[src/include/rcch_consts.vh]
// Constants for the ranging configuration command handler.
`ifndef RCCH_CONSTS_VH
`define RCCH_CONSTS_VH

// ----------------------------------------
// Frame layout
// ----------------------------------------
`define RCCH_HEAD_BYTE 8'h5a
`define RCCH_REPLY_LEN 8'h05
`define RCCH_LEN_NOPARAM 8'h04
`define RCCH_LEN_THRESH 8'h06
`define RCCH_LEN_WORD 8'h08

// ----------------------------------------
// Instruction codes
// ----------------------------------------
`define RCCH_CMD_SAVE 8'h11
`define RCCH_CMD_THRESH 8'h4f
`define RCCH_CMD_TX_IDENT 8'h50
`define RCCH_CMD_RX_IDENT 8'h51
`define RCCH_CMD_CAN_RATE 8'h52

// ----------------------------------------
// Values and status
// ----------------------------------------
`define RCCH_THRESH_FORBID 16'hffff
`define RCCH_RATE_1M 32'h000f4240
`define RCCH_RATE_500K 32'h0007a120
`define RCCH_RATE_250K 32'h0003d090
`define RCCH_RATE_125K 32'h0001e848
`define RCCH_STATUS_OK 8'h00
`define RCCH_STATUS_FAIL 8'hff

// ----------------------------------------
// Reset values of the live settings
// ----------------------------------------
`define RCCH_RST_THRESH 16'h0000
`define RCCH_RST_TX_IDENT 32'h00000003
`define RCCH_RST_RX_IDENT 32'h00000003
`define RCCH_RST_CAN_RATE 32'h000f4240

`endif

[src/logic/rcch_reply_tx.v]
// Reply frame serialiser: head, length, code, status, checksum.
`timescale 1ns/1ps

module rcch_reply_tx (
    // Clock and reset
    input wire clk_sys,
    input wire arst_n,
    // Request from the interpreter
    input wire start,
    input wire [7:0] code,
    input wire [7:0] status,
    // Byte stream out
    output reg tx_valid_q,
    output reg [7:0] tx_byte_q,
    input wire tx_ready,
    output reg busy_q
);
`include "rcch_consts.vh"

    reg [2:0] idx_q;
    reg [7:0] sum_q;
    reg [7:0] code_q;
    reg [7:0] status_q;
    reg [7:0] nxt;

    always @*
    begin
        case (idx_q)
            3'h0: nxt = `RCCH_HEAD_BYTE;
            3'h1: nxt = `RCCH_REPLY_LEN;
            3'h2: nxt = code_q;
            3'h3: nxt = status_q;
            default: nxt = sum_q;
        endcase
    end

    always @(posedge clk_sys or negedge arst_n)
    begin
        if (!arst_n)
        begin
            idx_q <= 3'h0;
            sum_q <= 8'h00;
            code_q <= 8'h00;
            status_q <= 8'h00;
            tx_valid_q <= 1'b0;
            tx_byte_q <= 8'h00;
            busy_q <= 1'b0;
        end
        else if (!busy_q)
        begin
            if (start)
            begin
                busy_q <= 1'b1;
                code_q <= code;
                status_q <= status;
                idx_q <= 3'h0;
                sum_q <= 8'h00;
            end
        end
        else if (!tx_valid_q || tx_ready)
        begin
            if (tx_valid_q && idx_q == 3'h5)
            begin
                tx_valid_q <= 1'b0;
                busy_q <= 1'b0;
            end
            else if (idx_q != 3'h5)
            begin
                // Checksum is the low byte of the sum of all earlier bytes.
                tx_valid_q <= 1'b1;
                tx_byte_q <= nxt;
                sum_q <= sum_q + nxt;
                idx_q <= idx_q + 3'h1;
            end
            else
            begin
                tx_valid_q <= 1'b0;
                busy_q <= 1'b0;
            end
        end
    end

endmodule

[src/logic/rcch_top.v]
// Serial configuration instruction handler: parser, settings and replies.
`timescale 1ns/1ps

module rcch_top (
    // Clock and reset
    input wire clk_sys,
    input wire arst_n,
    // Received serial bytes, one-cycle strobe from the UART receiver
    input wire rx_valid,
    input wire [7:0] rx_byte,
    // Reply bytes to the UART transmitter
    output wire tx_valid,
    output wire [7:0] tx_byte,
    input wire tx_ready,
    // Non-volatile store handshake
    output reg nv_write_q,
    output reg [31:0] nv_tx_ident_q,
    output reg [31:0] nv_rx_ident_q,
    output reg [31:0] nv_can_rate_q,
    output reg [15:0] nv_thresh_q,
    input wire nv_done,
    input wire nv_fail,
    // Values loaded from storage at power-up
    input wire [15:0] boot_thresh,
    input wire [31:0] boot_tx_ident,
    input wire [31:0] boot_rx_ident,
    input wire [31:0] boot_can_rate,
    // Live settings
    output reg [15:0] thresh_q,
    output reg thresh_en_q,
    output reg [31:0] can_tx_ident_q,
    output reg [31:0] can_rx_ident_q,
    output reg [31:0] can_rate_q,
    // Status
    output reg busy_q
);
`include "rcch_consts.vh"

    // ----------------------------------------
    // Helpers
    // ----------------------------------------
    function rate_ok;
        input [31:0] r;
        begin
            rate_ok = (r == `RCCH_RATE_1M) || (r == `RCCH_RATE_500K) ||
                (r == `RCCH_RATE_250K) || (r == `RCCH_RATE_125K);
        end
    endfunction

    function [7:0] len_for;
        input [7:0] c;
        begin
            case (c)
                `RCCH_CMD_SAVE: len_for = `RCCH_LEN_NOPARAM;
                `RCCH_CMD_THRESH: len_for = `RCCH_LEN_THRESH;
                `RCCH_CMD_TX_IDENT: len_for = `RCCH_LEN_WORD;
                `RCCH_CMD_RX_IDENT: len_for = `RCCH_LEN_WORD;
                `RCCH_CMD_CAN_RATE: len_for = `RCCH_LEN_WORD;
                default: len_for = 8'h00;
            endcase
        end
    endfunction

    // ----------------------------------------
    // Parser state
    // ----------------------------------------
    localparam [4:0] ST_HEAD = 5'h01;
    localparam [4:0] ST_LEN = 5'h02;
    localparam [4:0] ST_BODY = 5'h04;
    localparam [4:0] ST_EXEC = 5'h08;
    localparam [4:0] ST_SAVE = 5'h10;

    reg [4:0] st_q;
    reg [7:0] len_q;
    reg [7:0] cnt_q;
    reg [7:0] sum_q;
    reg [7:0] cmd_q;
    reg [31:0] par_q;
    reg boot_q;
    reg rep_start_q;
    reg [7:0] rep_code_q;
    reg [7:0] rep_status_q;
    wire rep_busy;

    // Stored shadow of the CAN settings awaiting a save and restart.
    reg [31:0] pend_tx_q;
    reg [31:0] pend_rx_q;
    reg [31:0] pend_rate_q;

    wire [7:0] sum_nxt = sum_q + rx_byte;
    // Parameter bytes sit at frame positions 3 to 6; the two-bit wrap maps them to word lanes 0 to 3.
    wire [1:0] par_idx = cnt_q[1:0] + 2'h1;
    wire last = (cnt_q == len_q - 8'h01);

    always @(posedge clk_sys or negedge arst_n)
    begin
        if (!arst_n)
        begin
            st_q <= ST_HEAD;
            len_q <= 8'h00;
            cnt_q <= 8'h00;
            sum_q <= 8'h00;
            cmd_q <= 8'h00;
            par_q <= 32'h00000000;
            boot_q <= 1'b1;
            rep_start_q <= 1'b0;
            rep_code_q <= 8'h00;
            rep_status_q <= 8'h00;
            thresh_q <= `RCCH_RST_THRESH;
            thresh_en_q <= 1'b0;
            can_tx_ident_q <= `RCCH_RST_TX_IDENT;
            can_rx_ident_q <= `RCCH_RST_RX_IDENT;
            can_rate_q <= `RCCH_RST_CAN_RATE;
            pend_tx_q <= `RCCH_RST_TX_IDENT;
            pend_rx_q <= `RCCH_RST_RX_IDENT;
            pend_rate_q <= `RCCH_RST_CAN_RATE;
            nv_write_q <= 1'b0;
            nv_tx_ident_q <= 32'h00000000;
            nv_rx_ident_q <= 32'h00000000;
            nv_can_rate_q <= 32'h00000000;
            nv_thresh_q <= 16'h0000;
            busy_q <= 1'b0;
        end
        else
        begin
            rep_start_q <= 1'b0;
            nv_write_q <= 1'b0;
            if (boot_q)
            begin
                // Stored values take effect only at restart.
                boot_q <= 1'b0;
                thresh_q <= (boot_thresh == `RCCH_THRESH_FORBID) ? `RCCH_RST_THRESH : boot_thresh;
                thresh_en_q <= (boot_thresh != 16'h0000) && (boot_thresh != `RCCH_THRESH_FORBID);
                can_tx_ident_q <= boot_tx_ident;
                can_rx_ident_q <= boot_rx_ident;
                can_rate_q <= boot_can_rate;
                pend_tx_q <= boot_tx_ident;
                pend_rx_q <= boot_rx_ident;
                pend_rate_q <= boot_can_rate;
            end
            else
            begin
                case (st_q)
                    ST_HEAD:
                    begin
                        busy_q <= 1'b0;
                        if (rx_valid && rx_byte == `RCCH_HEAD_BYTE)
                        begin
                            st_q <= ST_LEN;
                            sum_q <= rx_byte;
                            cnt_q <= 8'h01;
                        end
                    end
                    ST_LEN:
                    begin
                        if (rx_valid)
                        begin
                            len_q <= rx_byte;
                            sum_q <= sum_nxt;
                            cnt_q <= 8'h02;
                            par_q <= 32'h00000000;
                            st_q <= (rx_byte < `RCCH_LEN_NOPARAM) ? ST_HEAD : ST_BODY;
                        end
                    end
                    ST_BODY:
                    begin
                        if (rx_valid)
                        begin
                            cnt_q <= cnt_q + 8'h01;
                            sum_q <= sum_nxt;
                            if (cnt_q == 8'h02)
                            begin
                                cmd_q <= rx_byte;
                                if (len_for(rx_byte) != len_q)
                                    st_q <= ST_HEAD;
                            end
                            else if (last)
                            begin
                                // Drop silently on checksum mismatch, or while a reply is still going.
                                if (rx_byte == sum_q && !rep_busy)
                                begin
                                    st_q <= ST_EXEC;
                                    busy_q <= 1'b1;
                                end
                                else
                                    st_q <= ST_HEAD;
                            end
                            else
                                par_q[8*par_idx +: 8] <= rx_byte;
                        end
                    end
                    ST_EXEC:
                    begin
                        st_q <= ST_HEAD;
                        rep_code_q <= cmd_q;
                        rep_status_q <= `RCCH_STATUS_OK;
                        case (cmd_q)
                            `RCCH_CMD_SAVE:
                            begin
                                nv_write_q <= 1'b1;
                                nv_thresh_q <= thresh_q;
                                nv_tx_ident_q <= pend_tx_q;
                                nv_rx_ident_q <= pend_rx_q;
                                nv_can_rate_q <= pend_rate_q;
                                st_q <= ST_SAVE;
                            end
                            `RCCH_CMD_THRESH:
                            begin
                                rep_start_q <= 1'b1;
                                if (par_q[15:0] == `RCCH_THRESH_FORBID)
                                    rep_status_q <= `RCCH_STATUS_FAIL;
                                else
                                begin
                                    thresh_q <= par_q[15:0];
                                    thresh_en_q <= (par_q[15:0] != 16'h0000);
                                end
                            end
                            `RCCH_CMD_TX_IDENT:
                            begin
                                rep_start_q <= 1'b1;
                                pend_tx_q <= par_q;
                            end
                            `RCCH_CMD_RX_IDENT:
                            begin
                                rep_start_q <= 1'b1;
                                pend_rx_q <= par_q;
                            end
                            `RCCH_CMD_CAN_RATE:
                            begin
                                rep_start_q <= 1'b1;
                                if (rate_ok(par_q))
                                    pend_rate_q <= par_q;
                                else
                                    rep_status_q <= `RCCH_STATUS_FAIL;
                            end
                            default:
                                rep_start_q <= 1'b0;
                        endcase
                    end
                    ST_SAVE:
                    begin
                        if (nv_done)
                        begin
                            rep_start_q <= 1'b1;
                            rep_status_q <= nv_fail ? `RCCH_STATUS_FAIL : `RCCH_STATUS_OK;
                            st_q <= ST_HEAD;
                        end
                    end
                    default:
                        st_q <= ST_HEAD;
                endcase
            end
        end
    end

    // ----------------------------------------
    // Reply serialiser
    // ----------------------------------------
    rcch_reply_tx u_reply (
        .clk_sys(clk_sys),
        .arst_n(arst_n),
        .start(rep_start_q),
        .code(rep_code_q),
        .status(rep_status_q),
        .tx_valid_q(tx_valid),
        .tx_byte_q(tx_byte),
        .tx_ready(tx_ready),
        .busy_q(rep_busy)
    );

endmodule

[config.mk]
export PLATFORM = sky130hd
export DESIGN_NAME = rcch_top
export DESIGN_NICKNAME = d
export VERILOG_FILES = /design/src/logic/rcch_reply_tx.v /design/src/logic/rcch_top.v
export VERILOG_INCLUDE_DIRS = /design/src /design/src/include
export SDC_FILE = /design/constraint.sdc
export NUM_CORES = 1
export LEC_CHECK = 0
export BUFFER_PORTS_ARGS = -buffer_cell sky130_fd_sc_hd__buf_4
export CAP_MARGIN = 20
export CELL_PAD_IN_SITES_DETAIL_PLACEMENT = 0
export CELL_PAD_IN_SITES_GLOBAL_PLACEMENT = 2
export CORE_UTILIZATION = 36
export DETAILED_ROUTE_END_ITERATION = 8
export PLACE_DENSITY = 0.82
export RECOVER_POWER = 100
export SLEW_MARGIN = 20
export SYNTH_ARGS = -nofsm -noshare
export SYNTH_HDL_FRONTEND = slang
export SYNTH_HIERARCHICAL = 1
export SYNTH_SLANG_ARGS = --single-unit
export TNS_END_PERCENT = 20
[constraint.sdc]
create_clock -name clk_sys -period 4.2 [get_ports clk_sys]
set_input_delay 0.63 -clock clk_sys [delete_from_list [all_inputs] [get_ports clk_sys]]
set_output_delay 0.63 -clock clk_sys [all_outputs]
set_load 0.005 [all_outputs]
==> summary.md <==
| Metric | Value |
|---|---|
| Status | `complete, but fails checks` |
| Failing checks | `DRC, capacitance limit, slew limit` |
| Syn Area/Cell | `11.26 µm²` |
| Area leader, netlist | `dfrtp_1` |
| H-tree level count | `2` |
| Final setup TNS | `0 ns` |
| Max-Cap Viols | `5` |
| Die Ht | `233.7 µm` |
| WHS | `0.2492 ns` |
| Port bufs | `361` |
| Reg area | `11,040 µm²` |
| Crit path max fanout | `56` |
| Io pins | `362` |
| Warning count from the yosys run | `6` |
| Root Driver | `clkbuf_16` |
| Type of origin of the critical path | `flip-flop` |
| Post-route ant nets | `0` |
| VDD IR max | `0.0002896 V` |
| Relative slew margins | `-48.22%` |
| Synth Instances | `1,715` |
| Final hold violations | `0` |
| Global route overflow | `0` |
| Design area | `23,760 µm²` |
| Die width | `233.7 µm` |
| Synthesized Nets | `1,869` |
| Async SR Flop Fraction | `100.0%` |
| Clk slew on worst S/H paths | `0.06 ns` |
| FF-to-FF End | `nv_can_rate_q[0]` |
| CTS Buf Count | `48` |
| # rows | `84` |
| Layout net count | `2,198` |
| Clk Latency, worst-skew pair | `0.60 ns` |
| Critical Path RT | `4.66 ns` |
| Slew @ Worst Pin | `2.223 ns` |
| Layout area overhead | `23.00%` |
| Fmax | `0.2809 GHz` |
| Share of cells above drive strength 1 | `25.40%` |
| Multi-input gate area | `7358 µm²` |
| First-pass GRT wire length | `90.38 mm` |
| CTS tree | `yes` |
| Residual DRC count | `8` |
| Largest net degree at the start of global routing | `128` |
| R2R depth | `6` |
| Cell Area, Placed | `22,670 µm²` |
| HPWL Detailed | `41.85 mm` |
| Reg2reg start | `cmd_q[3]` |
| Hold Path Class | `in2reg` |
| Vias in the first global route | `14,676` |
| Worst Setup Path Type | `reg2reg` |
| #FFs+latches synth | `440` |
| Most used DFF post-synth | `dfrtp_1` |
| DRT iter0 DRCs | `740` |
| Via/cell ratio | `5.144` |
| EDFF count, synth | `0` |
| Initial antenna violation count | `1` |
| Fin util | `45.04%` |
| Setup violations, final | `0` |
| Total number of vias | `14,254` |
| Critical path capture point type | `flip-flop` |
| DRT Pass-1 Iters | `9` |
| Slew Limit Fails | `255` |
| Die area | `54,590 µm²` |
| Unrepaired setup endpoints after global routing | `no` |
| # diodes | `0` |
| Sequential share of the synthesized area | `57.15%` |
| Commonest non-fill, non-tap cells in the layout | `dfrtp_1, o21ai_0, nand2_1` |
| Final Power | `12.00 mW` |
| Final period util | `84.77%` |
| Synth top area share | `53.89%` |
| CTS Buffer Depth | `3` |
| CTS Sinks | `440` |
| Total track usage | `22.00%` |
| WL final | `59.43 mm` |
| Most common cell after layout, fill and taps aside | `dfrtp_1` |
| Core footprint | `52,760 µm²` |
| WP data arrival | `4.02 ns` |
| Ranking of synthesized cells by area | `dfrtp_1, mux2_2, o21ai_0` |
| Cts repair resizes | `0` |
| Cell area power density | `505.1 nW/µm²` |
| WHS Endpoint | `pend_tx_q[21]` |
| Fill count | `5,143` |
| Initial Utilization | `36.62%` |
| Hold Path Depth | `3` |
| Fin crit period | `3.560 ns` |
| Mapped cell area | `19,320 µm²` |
| Leak | `11.24 nW` |
| Hold wc startpoint | `boot_tx_ident[21]` |
| GPL Wtd Cong | `0.8341` |
| Wirelength per Cell | `21.45 µm` |
| CTS Hold Buffers Added | `0` |
| Post-CTS Setup Inserts | `0` |
| Worst Skew | `0.03052 ns` |
| Library cells used by synthesis | `79` |
| R2R Setup Slk | `0.64 ns` |
-- flip-flops by register name, summed over array words and instances (netlist names), 16 cells and up --
name / flops
can_rate_q: 32
can_rx_ident_q: 32
can_tx_ident_q: 32
nv_can_rate_q: 32
nv_rx_ident_q: 32
nv_tx_ident_q: 32
par_q: 32
pend_rate_q: 32
pend_rx_q: 32
pend_tx_q: 32
nv_thresh_q: 16
thresh_q: 16
-- stage by stage --
step,worst slack [ns],cells
2_1_floorplan,1.283,1715
6_report,0.6395,2771
4_1_cts,0.9953,2770
5_1_grt,0.3913,2771
3_5_place_dp,1.004,2681
3_3_place_gp,1.070,2681
-- report_power, final --
group | switching (mW) | internal, mW | total [mW]
Clock | 1.82 | 2.63 | 4.45
Combinational | 1.40 | 1.07 | 2.47
Sequential | 0.414 | 4.67 | 5.08
Total | 3.64 | 8.37 | 12.0
-- cell families (layout without fill, tap and decap cells) --
kind of cell               after synthesis  count (layout)  synth area share [%]
adders and majority gates               28              28                 1.891
AOI/OAI and AO/OA                      372             372                 11.96
and+or+nand+nor                        407             407                 10.26
DFF                                    440             440                 57.15
other                                    1               1               0.01941
buffers and inverters                  213             581                 4.566
xor gates and xnor gates                18              18                0.8161
muxes                                  236             236                 13.34
-- synthesized netlist by cell type (4+ instances only) --
cell	n
nand2_1	210
and3_1	11
nor3_1	16
o21ai_1	11
nand4_1	12
dfstp_2	24
buf_6	5
a21o_1	4
nor4b_1	5
mux2i_1	80
o211ai_1	7
nand2b_1	6
xnor2_1	13
buf_1	10
ha_1	26
nor4_1	16
nand3_1	31
inv_1	112
or4_1	6
mux2_2	151
a21oi_1	46
nor2_1	32
buf_2	20
dfrtp_1	416
clkbuf_1	64
or2_2	5
a22o_1	17
and4_1	4
a32o_1	23
nor2b_1	24
o21ai_0	217
xor2_1	5
mux2_4	5
o32ai_1	9
-- worst max path at each step --
| stage | from | end | slack, ns | cells past startpoint |
|---|---|---|---|---|
| after floorplan | u_reply/idx_q[2] | u_reply/sum_q[6] | 1.28 | 15 |
| after global placement | u_reply/idx_q[2] | u_reply/sum_q[7] | 1.07 | 12 |
| after detailed placement | u_reply/idx_q[2] | u_reply/sum_q[5] | 1.00 | 12 |
| after CTS | u_reply/idx_q[2] | u_reply/sum_q[7] | 1.0 | 12 |
| after global routing | cmd_q[3] | nv_can_rate_q[31] | 0.39 | 6 |
| final | cmd_q[3] | nv_can_rate_q[0] | 0.64 | 6 |
-- area by class of cell --
class	instances	area share [%]
clock buffer	64	5.645
clock inverter	25	1.374
inverter	112	1.769
multi-input combinational	1062	30.97
sequential	440	46.48
tap	688	3.623
timing repair buffer	380	10.14
-- metal layers --
metal  GRT usage, %  routed length (µm)  vias to the layer above
met4          7.265                1730                        2
met5              0                  17                        -
met3          6.055                4039                       91
li1               -                   -                     6637
met2          36.06               28910                      372
met1          27.92               24740                     7152
-- worst max-delay path: stages, from the launching register on --
cell      delay (ns)
dfrtp_1         0.40
or3b_2          0.49
nor4_1          0.27
nand4b_1        0.24
nor2_1          1.20
buf_12          0.41
mux2_2          0.38
(Power assumes the default switching activity.)
